**config.mk**
```make
export PLATFORM = sky130hd
export DESIGN_NAME = sadec_top
export DESIGN_NICKNAME = d
export VERILOG_FILES = /design/src/rtl/sadec_pkg.sv /design/src/rtl/sadec_top.sv
export VERILOG_INCLUDE_DIRS = /design/src /design/src/rtl
export SDC_FILE = /design/constraint.sdc
export NUM_CORES = 1
export LEC_CHECK = 0
export ABC_AREA = 1
export BUFFER_PORTS_ARGS = -buffer_cell sky130_fd_sc_hd__buf_2
export CORE_ASPECT_RATIO = 1.1
export CORE_MARGIN = 2
export CORE_UTILIZATION = 35
export DETAILED_ROUTE_END_ITERATION = 8
export HOLD_SLACK_MARGIN = 0.15
export PLACE_DENSITY = 0.59
export SYNTH_ARGS = -nofsm -noshare
export SYNTH_HDL_FRONTEND = slang
export SYNTH_SLANG_ARGS = --single-unit
```
**constraint.sdc**
```tcl
create_clock -name ref_clk_i -period 2 [get_ports ref_clk_i]
set_clock_uncertainty 0.2 [all_clocks]
set_input_delay 0.3 -clock ref_clk_i [delete_from_list [all_inputs] [get_ports ref_clk_i]]
set_output_delay 0.3 -clock ref_clk_i [all_outputs]
set_load 0.01 [all_outputs]
```
**src/rtl/sadec_consts.svh**
```systemverilog
// Address map constants and timing counts for the system address decoder
`ifndef SADEC_CONSTS_SVH
`define SADEC_CONSTS_SVH

// ---------------------------------------------------------------
// Region codes on address bits 31:29
// ---------------------------------------------------------------
`define SADEC_RGN_BOOT      3'h0
`define SADEC_RGN_RAM       3'h1
`define SADEC_RGN_FLASH     3'h2
`define SADEC_RGN_EXT       3'h3
`define SADEC_RGN_RSVD      3'h4
`define SADEC_RGN_PRCU      3'h5
`define SADEC_RGN_BRIDGE_A  3'h6
`define SADEC_RGN_BRIDGE_B  3'h7

// ---------------------------------------------------------------
// Main block bases
// ---------------------------------------------------------------
`define SADEC_RAM_BASE      32'h2000_0000
`define SADEC_FLASH_BASE    32'h4000_0000
`define SADEC_EXT_BASE      32'h6000_0000
`define SADEC_PRCU_BASE     32'hA000_0000
`define SADEC_BRIDGE_A_BASE 32'hC000_0000
`define SADEC_BRIDGE_B_BASE 32'hE000_0000
`define SADEC_INTC_ALIAS    32'hFFFF_F800
`define SADEC_IRQ_VECTOR    32'h0000_0018
`define SADEC_RAM_BYTES     32'h0001_0000

// ---------------------------------------------------------------
// Peripheral slot offsets
// ---------------------------------------------------------------
`define SADEC_OFS_INTC      16'hF800
`define SADEC_OFS_HALF_SEL  16'h0800

// ---------------------------------------------------------------
// Boot select encodings and reset sampling
// ---------------------------------------------------------------
`define SADEC_BOOT_USER     2'h0
`define SADEC_BOOT_FACTORY  2'h1
`define SADEC_BOOT_RAM      2'h2
`define SADEC_BOOT_EXT      2'h3
`define SADEC_BOOT_EDGE     2'h2

`endif

```
**src/rtl/sadec_pkg.sv**
```systemverilog
// Types shared by the system address decoder
package sadec_pkg;

    // ---------------------------------------------------------------
    // Slave targets
    // ---------------------------------------------------------------
    typedef enum logic [3:0]
    {
        SADEC_T_NONE,
        SADEC_T_RAM,
        SADEC_T_FLASH,
        SADEC_T_EXT,
        SADEC_T_PRCU,
        SADEC_T_BRIDGE_A,
        SADEC_T_BRIDGE_B,
        SADEC_T_FACTORY
    } sadec_target_type;

    // Master request
    typedef struct packed
    {
        logic        valid;
        logic        write;
        logic [1:0]  size;
        logic [31:0] addr;
        logic [31:0] wdata;
    } sadec_req_type;

    // Request steered to one slave
    typedef struct packed
    {
        sadec_target_type target;
        logic             write;
        logic [3:0]       byte_en;
        logic [31:0]      addr;
        logic [31:0]      wdata;
        logic [3:0]       slot;
    } sadec_sreq_type;

    // Access sequencing states
    typedef enum logic [1:0]
    {
        SADEC_S_IDLE,
        SADEC_S_WAIT,
        SADEC_S_DONE
    } sadec_state_type;

    // All decoder state
    typedef struct packed
    {
        sadec_state_type state;
        logic [1:0]      boot_cnt;
        logic            boot_done;
        logic [1:0]      boot_mode;
        logic            sel_valid;
        sadec_sreq_type  sreq;
        logic            ready;
        logic [31:0]     rdata;
    } sadec_state_all_type;

endpackage : sadec_pkg

```
**src/rtl/sadec_top.sv**
```systemverilog
// System address decoder: region select, boot aliasing and slave steering
// Function
// - Address bits 31:29 pick one of eight regions
// - Little-endian byte lanes within each word
// - One flat 4 GB address space
// - Wait states while slow bridge access pending
// - Flash, external, power/clock bases fixed
// - First bridge window based at 0xC0000000
// - First bridge slots decoded, others reserved
// - Second bridge window based at 0xE0000000
// - Second bridge slots decoded, others reserved
// - Interrupt controller aliased at 0xFFFFF800
// - Boot mode captured at reset exit, held
// - User flash mode: flash at 000 too
// - Factory mode: same map, factory ROM start
// - RAM mode: RAM at 000 too
// - External mode: external memory at 000 too
// - RAM takes byte, halfword, word accesses
// - RAM at 0x20000000, aliased at zero in RAM mode only
// - Software boot-select write remaps from the next edge
// - Pins sampled second edge; enable low gives user
// - Pin code: user, factory, RAM, external
`timescale 1ns/1ps
`include "sadec_consts.svh"

// ---------------------------------------------------------------
// Usage notes
// ---------------------------------------------------------------
// One request outstanding at a time; the master holds it until ready
// Ready pulses one cycle, then one dead cycle before the next take
// Drop valid in the ready cycle, or the same request runs twice
// Requests before the boot mode is sampled are held off, not lost
// Unmapped and reserved areas never select a slave and read zero
// Write data is copied across all lanes; byte enables pick the lane
// RAM beyond its size is a hole rather than a wrap, so a stray
// pointer reads zero instead of quietly corrupting low RAM
// Slow bridge clocks stretch the access through slave ready only;
// the slow flags stay as ports for a later fixed-wait variant
// Software remap accepts any code; the new map holds from next edge
// Clock enable low freezes sequencing, boot sampling and remap alike
// Limitation: no timeout on a slave answer, a dead slave stalls
// the master for good, so every slave must answer in bounded time

module sadec_top
    import sadec_pkg::*;
#(
    parameter int ADDR_W = 32
)
(
    // Clock, reset, enable
    input  wire logic           ref_clk_i,
    input  wire logic           reset_n_i,
    input  wire logic           clk_en_i,
    // Boot strap pins
    input  wire logic           boot_select_enable_i,
    input  wire logic [1:0]     boot_sel_i,
    // Software boot remap from the boot config register
    input  wire logic           boot_cfg_wr_i,
    input  wire logic [1:0]     boot_cfg_i,
    // Bridge clock slower than main clock
    input  wire logic           bridge_a_slow_i,
    input  wire logic           bridge_b_slow_i,
    // Master request side
    input  wire sadec_req_type  req_i,
    output logic                ready_o,
    output logic [31:0]         rdata_o,
    // Slave request side
    output logic                sel_valid_o,
    output sadec_sreq_type      sreq_o,
    output logic [1:0]          boot_mode_o,
    // Slave answer side
    input  wire logic           slave_ready_i,
    input  wire logic [31:0]    slave_rdata_i
);

    // ---------------------------------------------------------------
    // State registers
    // ---------------------------------------------------------------
    sadec_state_all_type st;       // Registered state
    sadec_state_all_type next_st;  // Next state

    // ---------------------------------------------------------------
    // Decode helpers
    // ---------------------------------------------------------------
    logic [2:0]       region;      // Address bits 31:29
    logic [15:0]      ofs;         // Offset within a bridge window
    logic [3:0]       slot;        // Peripheral slot index
    logic             slot_ok;     // Slot is populated
    sadec_target_type tgt;         // Decoded target
    logic [3:0]       be;          // Byte enables
    logic [31:0]      wlane;       // Write data placed on lanes

    // Region and slot decode, combinational from the request
    // From the live request and the held mode so the take edge sees the target;
    // the boot alias reads the registered mode, so a remap written in
    // the same cycle as a take still decodes with the old mapping
    always_comb
    begin
        region  = req_i.addr[31:29];
        ofs     = req_i.addr[15:0];
        slot    = ofs[15:12];
        slot_ok = 1'b0;
        tgt     = SADEC_T_NONE;
        case (region)
            `SADEC_RGN_BOOT:
            begin
                // Boot alias follows the held mode
                case (st.boot_mode)
                    `SADEC_BOOT_USER:    tgt = SADEC_T_FLASH;
                    `SADEC_BOOT_FACTORY: tgt = SADEC_T_FLASH;
                    `SADEC_BOOT_RAM:     tgt = SADEC_T_RAM;
                    `SADEC_BOOT_EXT:     tgt = SADEC_T_EXT;
                    default:             tgt = SADEC_T_FLASH;
                endcase
            end
            `SADEC_RGN_RAM:      tgt = SADEC_T_RAM;
            `SADEC_RGN_FLASH:    tgt = SADEC_T_FLASH;
            `SADEC_RGN_EXT:      tgt = SADEC_T_EXT;
            `SADEC_RGN_PRCU:     tgt = SADEC_T_PRCU;
            `SADEC_RGN_BRIDGE_A:
            begin
                // First bridge: slots 3, 6, 12, 13, 15 unpopulated
                case (slot)
                    4'h0, 4'h1, 4'h2, 4'h4, 4'h5, 4'h7,
                    4'h8, 4'h9, 4'hA, 4'hB, 4'hE: slot_ok = 1'b1;
                    default:                      slot_ok = 1'b0;
                endcase
                tgt = slot_ok ? SADEC_T_BRIDGE_A : SADEC_T_NONE;
            end
            `SADEC_RGN_BRIDGE_B:
            begin
                // Second bridge: 2, 6, 8 empty; top slot only upper half
                case (slot)
                    4'h2, 4'h6, 4'h8: slot_ok = 1'b0;
                    4'hF:             slot_ok = (ofs >= `SADEC_OFS_INTC);
                    default:          slot_ok = 1'b1;
                endcase
                // Top-of-memory alias lands on the same controller
                if (req_i.addr >= `SADEC_INTC_ALIAS)
                begin
                    slot_ok = 1'b1;
                end
                tgt = slot_ok ? SADEC_T_BRIDGE_B : SADEC_T_NONE;
            end
            default:             tgt = SADEC_T_NONE;
        endcase
        // RAM past its size is not backed
        if (tgt == SADEC_T_RAM && req_i.addr[28:16] != 13'h0000)
        begin
            tgt = SADEC_T_NONE;
        end
    end

    // Byte lane enables, little-endian
    // Lane 0 carries the lowest byte address; odd halfword addresses
    // are not trapped, bit 0 is ignored and the pair is aligned down
    always_comb
    begin
        be    = 4'hF;
        wlane = req_i.wdata;
        case (req_i.size)
            2'h0:
            begin
                // Lowest address byte sits in bits 7:0
                be    = 4'h1 << req_i.addr[1:0];
                wlane = {4{req_i.wdata[7:0]}};
            end
            2'h1:
            begin
                be    = req_i.addr[1] ? 4'hC : 4'h3;
                wlane = {2{req_i.wdata[15:0]}};
            end
            default:
            begin
                be    = 4'hF;
                wlane = req_i.wdata;
            end
        endcase
    end

    // ---------------------------------------------------------------
    // Next state
    // ---------------------------------------------------------------
    // Boot counter runs only until the mode is sampled, then holds;
    // the sequencer walks idle, wait, done for each slave access; holes go idle, done
    always_comb
    begin
        next_st = st;
        // Count edges after reset release, sample on the second
        if (!st.boot_done)
        begin
            next_st.boot_cnt = st.boot_cnt + 2'h1;
            if (st.boot_cnt + 2'h1 == `SADEC_BOOT_EDGE)
            begin
                next_st.boot_done = 1'b1;
                next_st.boot_mode = boot_select_enable_i ? boot_sel_i
                                                         : `SADEC_BOOT_USER;
            end
        end
        else if (boot_cfg_wr_i)
        begin
            // Software remap takes effect next cycle, no reset needed
            next_st.boot_mode = boot_cfg_i;
        end
        next_st.ready = 1'b0;
        case (st.state)
            SADEC_S_IDLE:
            begin
                // Capture the whole request so the slave sees a stable copy
                if (req_i.valid && st.boot_done)
                begin
                    next_st.sreq.target  = tgt;
                    next_st.sreq.write   = req_i.write;
                    next_st.sreq.byte_en = be;
                    next_st.sreq.addr    = req_i.addr;
                    next_st.sreq.wdata   = wlane;
                    next_st.sreq.slot    = slot;
                    if (tgt == SADEC_T_NONE)
                    begin
                        // Reserved: answer at once, data zero
                        next_st.ready = 1'b1;
                        next_st.rdata = 32'h0000_0000;
                        next_st.state = SADEC_S_DONE;
                    end
                    else
                    begin
                        next_st.sel_valid = 1'b1;
                        next_st.state     = SADEC_S_WAIT;
                    end
                end
            end
            SADEC_S_WAIT:
            begin
                // Stall until the slave, slow bridges included, answers
                // Write answers return zero so stale data never leaks out
                if (slave_ready_i)
                begin
                    next_st.sel_valid = 1'b0;
                    next_st.ready     = 1'b1;
                    next_st.rdata     = st.sreq.write ? 32'h0000_0000 : slave_rdata_i;
                    next_st.state     = SADEC_S_DONE;
                end
            end
            SADEC_S_DONE:
            begin
                // One idle cycle lets the master drop its request
                next_st.state = SADEC_S_IDLE;
            end
            default: next_st.state = SADEC_S_IDLE;
        endcase
    end

    // Register the state; enable low freezes everything
    // Reset clears the held boot mode too, so every reset exit
    // samples the strap pins again instead of keeping a stale remap
    always_ff @(posedge ref_clk_i or negedge reset_n_i)
    begin
        if (!reset_n_i)
        begin
            st <= '0;
        end
        else if (clk_en_i)
        begin
            st <= next_st;
        end
    end

    // ---------------------------------------------------------------
    // Outputs, straight from the state register
    // ---------------------------------------------------------------
    // No output has a combinational path from an input, which keeps
    // the master's timing loop to a single register stage
    assign ready_o     = st.ready;
    assign rdata_o     = st.rdata;
    assign sel_valid_o = st.sel_valid;
    assign sreq_o      = st.sreq;
    assign boot_mode_o = st.boot_mode;

    // Slow-bridge flags are informational; the wait comes from slave ready
    logic unused_slow;
    assign unused_slow = bridge_a_slow_i ^ bridge_b_slow_i;

endmodule : sadec_top

```
# Word level (Yosys, flattened, before mapping)
# Memory sizes are Yosys's and may differ from the RTL's.
# Cells that the tools add are included.
[totals] register_bits=118 latchBits=0 ramBits=0 rom_bits=16 in_bits=112 out_inout_bits=113 mem_count=1
[memory_table] memory="(no name shown)" words=16 word_bits=1 read_ports=1 rd_clocked_by_memory_dff=0 write_ports=0 line="sadec_top.sv:123" rtl="case (slot)"
[op_classes] addsub=1 mul=0 div=0 n_lt_le_gt_ge=2 n_eq_ne=22 shifts=1 n_mux=29 n_bitwise=1 reduce_logical=18
[ops] operator="$mux 111" n=1
[ops] operator="$mux 33" n=2
[ops] operator="$pmux 33 s2" n=1
[ops] operator="$pmux 32 s2" n=1
[ops] operator="$ge 32x32->1 const B" n=1
[ops] operator="$mux 32" n=1
[ops] operator="$pmux 4 s7" n=1
[ops] operator="$ge 16x16->1 const B" n=1
[ops] operator="$reduce_bool 13->1" n=1
[ops] operator="$mux 2" n=6
[ops] operator="$pmux 4 s3" n=1
[ops] operator="$ne 2x2->1 const B" n=5
[ops] operator="$reduce_and 5->1" n=2
[ops] operator="$eq 3x3->1 const B" n=3
[ops] operator="$mux 3" n=3
[ops] operator="$reduce_and 3->1" n=3
[ops] operator="$eq 4x4->1 const B" n=2
[ops] operator="$mux 4" n=2
[ops] operator="$pmux 4 s2" n=1
[ops] operator="$eq 2x1->1 const B" n=3
[ops] operator="$eq 2x2->1 const B" n=3
[ops] operator="$eq 3x2->1 const B" n=2
[ops] operator="$logic_not 2->1" n=3
[ops] operator="$mux 1" n=6
[ops] operator="16 further kinds" n=19

# Depth between registers and ports, before layout
# Gate-level depths: netlist of run 1.
[logic_depth] depth_word=14 depth_mapped=13 depth_no_buf=12

# Worst setup path after synthesis of run 1
# OpenSTA, ideal clock, no wires.
[synth_timing] kind="register to register" from="register st[116] (netlist name)" to="register st, in the netlist sreq_o[27]" setup_ns=0.123 arrival_ns=1.347 path_slack_ns=0.330 path_stages_with_launch=9 path_buffers=2 path_cell_list="dfrtp_1 > nor2_1 > inv_1 > nor3_2 > inv_2 > buf_2 > clkbuf_1 > nand2_1 > nand2_1"
[synth_via] elab_chain_len=2
[synth_lines] element="start: declaration" line="sadec_top.sv:79" rtl="sadec_state_all_type st;"
[synth_lines] element="start signal: assignment" line="sadec_top.sv:264" rtl="st <= next_st;"
[synth_lines] element="$logic_not 2->1" line="sadec_top.sv:206" rtl="case (st.state)"
[synth_lines] element="$reduce_and 3->1 (no source line)"
# Every way passes these cells.
# A chain may end at the register's enable or synchronous reset.

# Worst setup path in the final report of run 1
[layout_timing] from="input port req_i[55] (netlist name)" to="register st, in the netlist rdata_o[0]"
[layout_via] elab_chain_len=11
[layout_lines] element="start: declaration" line="sadec_top.sv:64" rtl="input wire sadec_req_type req_i,"
[layout_lines] element="$ge 32x32->1 (no source line)"
[layout_lines] element="$mux 1" line="sadec_top.sv:139" rtl="if (req_i.addr >= `SADEC_INTC_ALIAS)"
[layout_lines] element="$mux 1" line="sadec_top.sv:104" rtl="case (region)"
[layout_lines] element="$mux 3" line="sadec_top.sv:143" rtl="tgt = slot_ok ? SADEC_T_BRIDGE_B : SADEC_T_NONE;"
[layout_lines] element="$pmux 4 s7" line="sadec_top.sv:104"
[layout_lines] element="$eq 4x1->1" line="sadec_top.sv:148" rtl="if (tgt == SADEC_T_RAM && req_i.addr[28:16] != 13'h0000)"
[layout_lines] element="$logic_and 1x1->1" line="sadec_top.sv:148"
[layout_lines] element="$mux 4 *" line="sadec_top.sv:148"
[layout_lines] element="$logic_not 4->1 *" line="sadec_top.sv:218" rtl="if (tgt == SADEC_T_NONE)"
[layout_lines] element="$ne 2x2->1 (no source line) *"
[layout_lines] element="$reduce_and 5->1 (no source line) *"
# Mark *: on every way between the ends. The rest lies on a longest branch, timed or not. The select of a mux whose other input is x is not followed.

==> results of run 1 <==
-- placed cells by master (no fill, tap or decap), drive strengths merged --
cell and instances:
conb 1, nand2 245, xnor2 1, nand4 36
a21oi 21, nor2 22, ha 1, dlygate4sd3 112
a31oi 3, bufinv 7, o211ai 3, clkbuf 22
clkinv 6, o21ai 56, nand3 15, dfrtp 113
nor3 3, buf 241, inv 33, dlymetal6s4s 3
-- critical path: cells and delay by family --
kind / cells / cell delay [ns]
AOI/OAI and AO/OA: 1 / 0.19
buffers and inverters: 3 / 0.84
and+or+nand+nor: 6 / 0.72
-- synth_stat cells (2+ instances only) --
cell type | n | share of area [%]
inv_2 | 3 | 0.19
nor2_1 | 21 | 1.4
nand3_1 | 13 | 1.1
nor3_1 | 2 | 0.17
buf_2 | 6 | 0.52
nand3_2 | 2 | 0.35
nand2_2 | 6 | 0.65
o211ai_1 | 3 | 0.39
a31oi_1 | 3 | 0.32
inv_1 | 29 | 1.9
dfrtp_1 | 113 | 49
buf_6 | 5 | 0.97
buf_4 | 111 | 14
clkbuf_1 | 15 | 0.97
a21oi_1 | 21 | 1.8
nand2_1 | 237 | 15
o21ai_0 | 55 | 4.8
dlygate4sd3_1 | 2 | 0.35
dlygate4sd1_1 | 3 | 0.45
nand4_1 | 36 | 3.9
-- timing repair --
item | in CTS | in global routing
hold buffers | 115 | 4
endpoints found under the setup margin | 0 | 43
buffers inserted | 0 | 7
endpoints found under the hold margin | 220 | 2
gates resized for setup | 0 | 43
-- layout make-up --
class | count | area share, %
Sequential cell | 113 | 33.5
Timing Repair Buffer | 359 | 30.7
Multi-Input combinational cell | 407 | 22.9
Clock buffer | 19 | 5.37
Clock inverter | 13 | 3.02
Tap cell | 204 | 3.02
Inverter | 33 | 1.47
-- power breakdown --
part / internal [mW] / switching (mW) / total [mW] / leakage (nW)
logic: 1.85 / 2.40 / 4.25 / 2.80
clock network: 2.53 / 1.08 / 3.62 / 0.348
registers: 3.41 / 0.641 / 4.05 / 1.44
total: 7.80 / 4.12 / 11.9 / 4.59
-- sequential cells by signal, summed over array words and instances (netlist names) --
| register | count |
|---|---|
| ready_o | 1 |
| boot_mode_o | 2 |
| st | 5 |
| sreq_o | 72 |
| rdata_o | 32 |
| sel_valid_o | 1 |
-- cells by family (layout without fill, tap and decap cells) --
kind of cell    count (synthesis)  count (layout)  share of synthesized area [%]
simple gates                  320             321                           23.4
other cells                     1               1                         0.0648
flops                         113             113                           48.9
buf+inv                       175             424                           19.8
fa+ha+maj                       1               1                          0.216
compound gates                 83              83                           7.44
xor+xnor                        1               1                          0.151
-- how the worst min path moves through the flow --
| stage | start | slack (ns) | cells after the start | to |
|---|---|---|---|---|
| after floorplan | reset_n_i | -0.20 | 0 | boot_mode_o[0] |
| after global placement | reset_n_i | -0.02 | 1 | sreq_o[43] |
| after detailed placement | reset_n_i | -0.02 | 1 | sreq_o[42] |
| after CTS | req_i[62] | 0.16 | 6 | sreq_o[75] |
| after global routing | boot_cfg_wr_i | 0.18 | 5 | boot_mode_o[0] |
| final | boot_cfg_wr_i | 0.13 | 5 | boot_mode_o[0] |
-- per-layer routing --
metal | vias to the layer above | routed length [um]
li1 | 2586 | -
met4 | 0 | 182
met1 | 2498 | 6840
met2 | 200 | 8550
met5 | - | 0
met3 | 17 | 1090
==> flow_metrics.env, run 1 <==
export IMPL_cp_max_fo=6
export IMPL_worst_r2r_path_depth=10
export IMPL_drc=0
export IMPL_synth_fp_nets=807
export IMPL_seq_area_sq_um=2830
export IMPL_ios=225
export IMPL_hold_viol_final=0
export IMPL_syn_to_final_growth_pct=45.9
export IMPL_grtUsageMet3_pct=5.48
export IMPL_cp_end_kind="flip-flop"
export IMPL_total_leakage_power_nw=4.59
export IMPL_drive_gt1_share_pct=33.8
export IMPL_clk_latency_ns=0.41
export IMPL_path_cells="dlygate4sd3_1 -> buf_2 -> nor3_2 -> nand2_2 -> o21ai_2 -> nand2_2 -> nand2_8 -> clkbuf_16 -> nand2_1 -> nand2_1"
export IMPL_clock_sinks=113
export IMPL_ir_worst_vdd_mv=0.652
export IMPL_finalCritPeriodShare_pct=95.8
export IMPL_required_ns=2.14
export IMPL_drtIter0Drc=232
export IMPL_coreArea_sq_um=16200
export IMPL_slowest_delay_ns=0.54
export IMPL_die_y_um=139
export IMPL_ys_types=28
export IMPL_grt_max_degree=52
export IMPL_crit_path_top_delay_cell="dlygate4sd3_1"
export IMPL_vias_per_cell=4.62
export IMPL_cts_tree="yes"
export IMPL_layout_min_cycle_time_ns=1.92
export IMPL_numCtsBuffers=17
export IMPL_dpl_hpwl_um=10600
export IMPL_clock_fmax_mhz=522
export IMPL_syn_avg_cell_area_sq_um=8.33
export IMPL_hold_path_class="in -> reg"
export IMPL_ys_seq_elements=113
export IMPL_cap_violations=0
export IMPL_wl_um=16700
export IMPL_cellPowerDensity_nw_per_um2=1410
export IMPL_slew_violations=0
export IMPL_portBuffers=221
export IMPL_tns_ns=0
export IMPL_fin_ws_ns=0.0839
export IMPL_clk_pin_slew_worst_paths_ns=0.05
export IMPL_dp_worst_setup_slack_ns=0.0400
export IMPL_place_gp_congestion=0.821
export IMPL_synthArstFlopShare_pct=100
export IMPL_r2r_slack_ns=0.11
export IMPL_startpoint_type="input port"
export IMPL_root_buffer="clkbuf_16"
export IMPL_drtPass1Iterations=4
export IMPL_synth_edf_count=0
export IMPL_num_vias=5301
export IMPL_maxSlewHeadroom_pct=58.1
export IMPL_use_met1_pct=22.0
export IMPL_grt_busiest_layer="met2"
export IMPL_synthFlopType="dfrtp_1"
export IMPL_synth_area_sq_um=5780
export IMPL_final_area_sq_um=8440
export IMPL_clockBufferDepth=2
export IMPL_crit_end="rdata_o[0]"
export IMPL_synth_seq_area_share_pct=48.9
export IMPL_placed_cell_area_sq_um=6320
export IMPL_route_detailed_wl_per_inst_um=14.5
export IMPL_ys_warn_count=0
export IMPL_fin_util_pct=51.9
export IMPL_ant_nets=0
export IMPL_criticalPathCategory="in -> reg"
export IMPL_die_area_sq_um=17600
export IMPL_regToRegStartpoint="st[117]"
export IMPL_postSynthCellCount=694
export IMPL_status="finished clean"
export IMPL_holdWs_ns=0.135
export IMPL_final_cells=1148
export IMPL_placed_cells=994
export IMPL_use_met2_pct=31.7
export IMPL_n_antenna_cell=0
export IMPL_nets=1044
export IMPL_rows=49
export IMPL_htreeDepth=4
export IMPL_antenna_found_initial=0
export IMPL_setup_viol=0
export IMPL_tightest_slew_ns=0.626
export IMPL_first_global_vias=5307
export IMPL_fillers=1458
export IMPL_grt_pass1_wl_um=26000
export IMPL_grt_overflow=0
export IMPL_start_util_pct=35.6
export IMPL_worstPathArrival_ns=2.06
export IMPL_die_w_um=127
export IMPL_grtUsageTotal_pct=18.4
export IMPL_multi_input_area_sq_um=1940
export IMPL_r2r_end="rdata_o[24]"
export IMPL_startpoint="req_i[55]"
export IMPL_total_power_mw=11.9
(Power assumes the default switching activity.)
==> inputs of run 2 (changes only) <==
--- a/config.mk
+++ b/config.mk
@@ -8,12 +8,14 @@
 export LEC_CHECK = 0
 export ABC_AREA = 1
 export BUFFER_PORTS_ARGS = -buffer_cell sky130_fd_sc_hd__buf_2
+export CELL_PAD_IN_SITES_DETAIL_PLACEMENT = 1
+export CELL_PAD_IN_SITES_GLOBAL_PLACEMENT = 1
 export CORE_ASPECT_RATIO = 1.1
-export CORE_MARGIN = 2
 export CORE_UTILIZATION = 35
 export DETAILED_ROUTE_END_ITERATION = 8
 export HOLD_SLACK_MARGIN = 0.15
-export PLACE_DENSITY = 0.59
+export PLACE_DENSITY = 0.78
+export SLEW_MARGIN = 20
 export SYNTH_ARGS = -nofsm -noshare
 export SYNTH_HDL_FRONTEND = slang
 export SYNTH_SLANG_ARGS = --single-unit
==> run 2 against run 1 <==
The run now ends with negative setup slack left. Die area is 3.0% lower. Routed wire length is 24% higher. Worst setup slack worse by 0.088 ns. Critical endpoint unchanged. Sequential share of layout area is 0.64 points higher. Combinational power is 2% higher. Critical path depth is 3 higher. Power is 1.6% lower. Final cell count is 0.35% lower. First-iteration DRC count is 4.3% lower. Utilization is 0.084 points higher. Hold slack better by 0.059 ns. Sequential power is 1% higher.
==> flow_metrics.env, run 2 (synthesized netlist as in run 1, its figures left out) <==
export IMPL_status="complete, but fails checks"
export IMPL_failed_checks="negative setup slack"
export IMPL_r2r_slack_ns=0.03
export IMPL_clock_sinks=113
export IMPL_n_antenna_cell=0
export IMPL_cts_tree="yes"
export IMPL_die_y_um=137
export IMPL_ios=225
export IMPL_clk_pin_slew_worst_paths_ns=0.05
export IMPL_layout_min_cycle_time_ns=2.00
export IMPL_min_path_cells=3
export IMPL_coreArea_sq_um=15900
export IMPL_die_area_sq_um=17000
export IMPL_dpl_hpwl_um=11600
export IMPL_cp_max_fo=7
export IMPL_hp_start="req_i[64]"
export IMPL_finalCritPeriodShare_pct=100
export IMPL_grt_pass1_wl_um=31000
export IMPL_cellPowerDensity_nw_per_um2=1420
export IMPL_path_cells="dlygate4sd3_1 -> buf_4 -> inv_2 -> nor2_1 -> nand3_2 -> nand3_4 -> nor2_4 -> o21ai_2 -> nand2_2 -> nand2_4 -> clkbuf_16 -> nand2_1 -> nand2_1"
export IMPL_fillers=1881
export IMPL_hold_viol_final=0
export IMPL_ant_nets=0
export IMPL_wl_um=20600
export IMPL_root_buffer="clkbuf_16"
export IMPL_maxSlewHeadroom_pct=66.4
export IMPL_cap_violations=0
export IMPL_grt_max_degree=53
export IMPL_setup_viol=1
export IMPL_placed_cells=992
export IMPL_startpoint_type="input port"
export IMPL_total_leakage_power_nw=4.55
export IMPL_numCtsBuffers=17
export IMPL_nets=1044
export IMPL_final_cells=1144
export IMPL_start_util_pct=36.3
export IMPL_final_cell_mix="235 x nand2_1, 213 x buf_2, 113 x dfrtp_1, 107 x dlygate4sd3_1, 53 x o21ai_0"
export IMPL_worst_r2r_path_depth=10
export IMPL_total_power_mw=11.7
export IMPL_regToRegStartpoint="boot_mode_o[1]"
export IMPL_route_detailed_wl_per_inst_um=18.0
export IMPL_cpLargestDelayFamily="buffers and inverters"
export IMPL_place_gp_congestion=0.762
export IMPL_antenna_found_initial=0
export IMPL_grt_overflow=0
export IMPL_crit_path_top_delay_cell="dlygate4sd3_1"
export IMPL_rsz0062_at_grt="yes"
export IMPL_htreeDepth=4
export IMPL_required_ns=2.09
export IMPL_hold_path_class="in -> reg"
export IMPL_min_to="sreq_o[70]"
export IMPL_num_vias=5550
export IMPL_clock_fmax_mhz=499
export IMPL_first_global_vias=5923
export IMPL_vias_per_cell=4.85
export IMPL_clk_latency_ns=0.42
export IMPL_tightest_slew_ns=0.502
export IMPL_tns_ns=-0.00408
export IMPL_die_w_um=125
export IMPL_ir_worst_vdd_mv=0.600
export IMPL_cp_end_kind="flip-flop"
export IMPL_worstPathArrival_ns=2.10
export IMPL_grtUsageTotal_pct=23.4
export IMPL_drc=0
export IMPL_drtIter0Drc=222
export IMPL_drive_gt1_share_pct=33.5
export IMPL_crit_top_cell="nand2_1"
export IMPL_slew_violations=0
export IMPL_drtPass1Iterations=4
export IMPL_fin_ws_ns=-0.00408
export IMPL_final_common_cell="nand2_1"
export IMPL_critical_path_buf_inv_count=4
export IMPL_portBuffers=221
export IMPL_largest_reg_flops=72
export IMPL_slowest_delay_ns=0.55
export IMPL_rows=48
export IMPL_dp_worst_setup_slack_ns=0.0777
export IMPL_r2r_end="rdata_o[0]"
export IMPL_cp_depth=13
export IMPL_criticalPathCategory="in -> reg"
export IMPL_syn_to_final_growth_pct=43.2
export IMPL_clockBufferDepth=2
==> run 2: cell count changes in the layout (fill, tap and decap cells not counted), moves of 3 or more <==
cell            delta
bufinv_16          -3
nor2_2             +3
nand2_2            -6
dlymetal6s4s_1     +3
buf_4              +6
dlygate4sd3_1      -5
nand2_1            +6
clkinvlp_4         +3
==> run 2: timing repair <==
item	4_1_cts	5_1_grt
hold buffers	112	1
setup buffers	0	8
gates resized for setup	0	40
endpoints found under the setup margin	0	46
endpoints found under the hold margin	221	1
==> run 2: report_power, final <==
group          switching, mW  internal [mW]
combinational           2.54           1.79
sequential             0.692           3.41
clock                   1.15           2.15
==> run 2: area by class of cell <==
| cell class | count | area, sq um | area share (%) |
|---|---|---|---|
| Clock buffer | 19 | 453 | 5.47 |
| Clock inverter | 13 | 184 | 2.22 |
| Inverter | 33 | 126 | 1.53 |
| Multi-Input combinational cell | 406 | 1880 | 22.7 |
| Sequential cell | 113 | 2830 | 34.1 |
| Tap cell | 200 | 250 | 3.02 |
| Timing Repair Buffer | 360 | 2560 | 30.9 |
==> run 2: worst max-delay path by stage <==
stage                        to  slack, ns      startpoint
CTS                  rdata_o[7]       0.02       req_i[44]
global route        rdata_o[13]      -0.08  boot_mode_o[1]
detailed placement  rdata_o[17]       0.08       req_i[61]
finish               rdata_o[0]     -0.004       req_i[63]
floorplan            sreq_o[27]       0.33         st[116]
global placement    rdata_o[13]       0.11       req_i[62]
==> run 2: metrics by stage <==
stage	hold WS, ns	utilization [%]	cell area (sq um)
after global placement	-0.0392	39.6	6310
after detailed placement	-0.0377	39.6	6310
after floorplan	-0.196	-	5780
final	0.194	52.0	8280
after global routing	0.233	52.0	8280
after CTS	0.157	50.7	8070
==> run 2: routing by layer <==
metal / track usage, % / part of all wire, % / up-vias
li1: - / - / 2591
met1: 26.1 / 39 / 2722
met2: 43.5 / 54 / 210
met3: 6.37 / 5.9 / 27
met4: 7.10 / 1.4 / 0
met5: 0 / 0 / -
==> run 2: worst register-to-register path: cells and delay by family, from the launching register on <==
family | cells | cell delay [ns]
and+or+nand+nor | 7 | 0.68
AOI/OAI and AO/OA | 2 | 0.39
buffers and inverters | 1 | 0.19
DFF | 1 | 0.38
==> inputs of run 3 (changes only) <==
--- a/config.mk
+++ b/config.mk
@@ -7,14 +7,14 @@
 export NUM_CORES = 1
 export LEC_CHECK = 0
 export ABC_AREA = 1
-export BUFFER_PORTS_ARGS = -buffer_cell sky130_fd_sc_hd__buf_2
 export CELL_PAD_IN_SITES_DETAIL_PLACEMENT = 1
 export CELL_PAD_IN_SITES_GLOBAL_PLACEMENT = 1
 export CORE_ASPECT_RATIO = 1.1
 export CORE_UTILIZATION = 35
 export DETAILED_ROUTE_END_ITERATION = 8
+export DONT_BUFFER_PORTS = 1
 export HOLD_SLACK_MARGIN = 0.15
-export PLACE_DENSITY = 0.78
+export PLACE_DENSITY = 0.62
 export SLEW_MARGIN = 20
 export SYNTH_ARGS = -nofsm -noshare
 export SYNTH_HDL_FRONTEND = slang
==> run 3 against run 2 <==
Global-route usage shrank 3.9 points. Sequential share of layout area grew 4.1 points. The run ends with negative hold slack left. Critical path depth shrank 5.
==> flow_metrics.env, run 3 (synthesized netlist as in run 1, its figures left out) <==
export IMPL_status="complete, but fails checks"
export IMPL_failed_checks="negative hold slack"
export IMPL_total_leakage_power_nw=3.70
export IMPL_swShare_pct=36.9
export IMPL_die_y_um=137
export IMPL_tightest_slew_ns=0.939
export IMPL_numCtsBuffers=17
export IMPL_place_gp_congestion=0.740
export IMPL_tns_ns=0
export IMPL_grtUsageTotal_pct=19.6
export IMPL_die_area_sq_um=17000
export IMPL_grt_max_degree=114
export IMPL_clock_sinks=113
export IMPL_hold_path_class="in -> async"
export IMPL_clk_latency_ns=0.41
export IMPL_ios=225
export IMPL_maxSlewHeadroom_pct=37.2
export IMPL_finalCritPeriodShare_pct=97.5
export IMPL_ant_nets=0
export IMPL_final_common_cell="nand2_1"
export IMPL_clock_fmax_mhz=513
export IMPL_drive_gt1_share_pct=11.2
export IMPL_rsz0062_at_grt="yes"
export IMPL_layout_min_cycle_time_ns=1.95
export IMPL_grt_pass1_wl_um=26000
export IMPL_drc=0
export IMPL_required_ns=2.13
export IMPL_cts_tree="yes"
export IMPL_cap_violations=0
export IMPL_p_comb_share_pct=23.5
export IMPL_start_util_pct=36.3
export IMPL_portBuffers=0
export IMPL_total_power_mw=10.2
export IMPL_criticalPathCategory="in -> reg"
export IMPL_p_sw_mw=3.78
export IMPL_seq_power_share_pct=47.4
export IMPL_drtIter0Drc=187
export IMPL_final_area_sq_um=7390
export IMPL_htreeDepth=4
export IMPL_coreArea_sq_um=15900
export IMPL_setup_viol=0
export IMPL_antenna_found_initial=1
export IMPL_holdWs_ns=-0.606
export IMPL_route_detailed_wl_per_inst_um=18.0
export IMPL_fillers=1828
export IMPL_cellPowerDensity_nw_per_um2=1390
export IMPL_dpl_hpwl_um=9880
export IMPL_cp_end_kind="flip-flop"
export IMPL_grt_overflow=0
export IMPL_root_buffer="clkbuf_16"
export IMPL_startpoint_type="input port"
export IMPL_ir_worst_vdd_mv=0.530
export IMPL_fin_util_pct=46.4
export IMPL_dp_worst_setup_slack_ns=0.101
export IMPL_slew_violations=0
export IMPL_nets=844
export IMPL_fin_ws_ns=0.0497
export IMPL_internal_power_mw=6.46
export IMPL_hold_viol_final=114
export IMPL_wl_um=17000
export IMPL_syn_to_final_growth_pct=27.7
export IMPL_vias_per_cell=4.92
export IMPL_rows=48
export IMPL_cp_max_fo=19
export IMPL_final_cell_mix="233 x nand2_1, 126 x dlygate4sd3_1, 113 x dfrtp_1, 44 x o21ai_0, 36 x nand4_1"
export IMPL_power_share_clock_pct=29.1
export IMPL_regToRegStartpoint="st[117]"
export IMPL_die_w_um=125
export IMPL_placed_cell_area_sq_um=5160
export IMPL_clk_pin_slew_worst_paths_ns=0.05
export IMPL_num_vias=4648
export IMPL_largest_reg_flops=72
export IMPL_drtPass1Iterations=4
export IMPL_clockBufferDepth=2
export IMPL_worstPathArrival_ns=2.08
export IMPL_startpoint="req_i[65]"
export IMPL_first_global_vias=4960
## run 3: changes by cell type in the layout (fill, tap and decap cells not counted), sizes merged
| cell | before | now |
|---|---|---|
| buf | 245 | 21 |
| clkbuf | 21 | 30 |
| dlygate4sd3 | 107 | 126 |
| diode | 0 | 1 |
| clkinv | 6 | 3 |
| clkinvlp | 3 | 0 |
| dlymetal6s4s | 6 | 10 |
| bufinv | 4 | 2 |
## run 3: cell type report
class                           count  area (sq um)  share of cell area [%]
Sequential cell                   113          2830                    38.3
Multi-Input combinational cell    406          1880                    25.5
Timing Repair Buffer              160          1720                    23.3
Clock buffer                       27           503                    6.81
Tap cell                          200           250                    3.39
Inverter                           33           126                    1.71
Clock inverter                      5          75.1                    1.02
Antenna cell                        1          2.50                  0.0339
## run 3: worst paths after layout
check	endpoint	slack, ns	cells past startpoint
worst max-delay path	sreq_o[16]	0.05	8
worst min-delay path	sreq_o[43]	-0.61	0
worst max register to register	rdata_o[25]	0.08	7
worst min register to register	st[115]	0.28	2
max in group asynchronous	sreq_o[24]	2.02	0
min in group ref_clk_i	sreq_o[35]	-0.11	2
## run 3: power groups by stage
stage,Sequential [mW],Clock [mW],Combinational (mW)
2_1_floorplan,3.92,0,3.57
3_3_place_gp,4.85,0,1.72
3_5_place_dp,4.88,0,1.85
4_1_cts,4.86,3.06,2.13
5_1_grt,4.98,3.16,2.73
6_report,4.86,2.98,2.41
## run 3: through the flow
stage	cells	hold slack, ns
after CTS	929	-0.634
after floorplan	694	-0.196
after global placement	764	-0.193
after global routing	945	-0.639
final	945	-0.606
after detailed placement	764	-0.193
## run 3: per-layer routing
metal  vias to the layer above  wire [um]  GRT usage (%)
met1                      2251       6820           22.2
met5                         -          0              0
met3                        27       1290           7.23
li1                       2199          -              -
met2                       171       8590           33.9
met4                         0        309           6.76
## run 3: timing repair
| item | CTS | global route |
|---|---|---|
| setup buffers | 0 | 6 |
| resized for setup | 0 | 49 |
| hold endpoints to repair | 226 | 120 |
| hold buffers | 133 | 8 |
| setup endpoints to repair | 0 | 60 |
## run 3: worst max-delay path, stage by stage
cell           delay [ns]
dlygate4sd3_1        0.58
inv_2                0.10
buf_8                0.14
nand3_1              0.10
nand2_2              0.10
a21oi_1              0.04
dlygate4sd3_1        0.58
o21ai_2              0.13
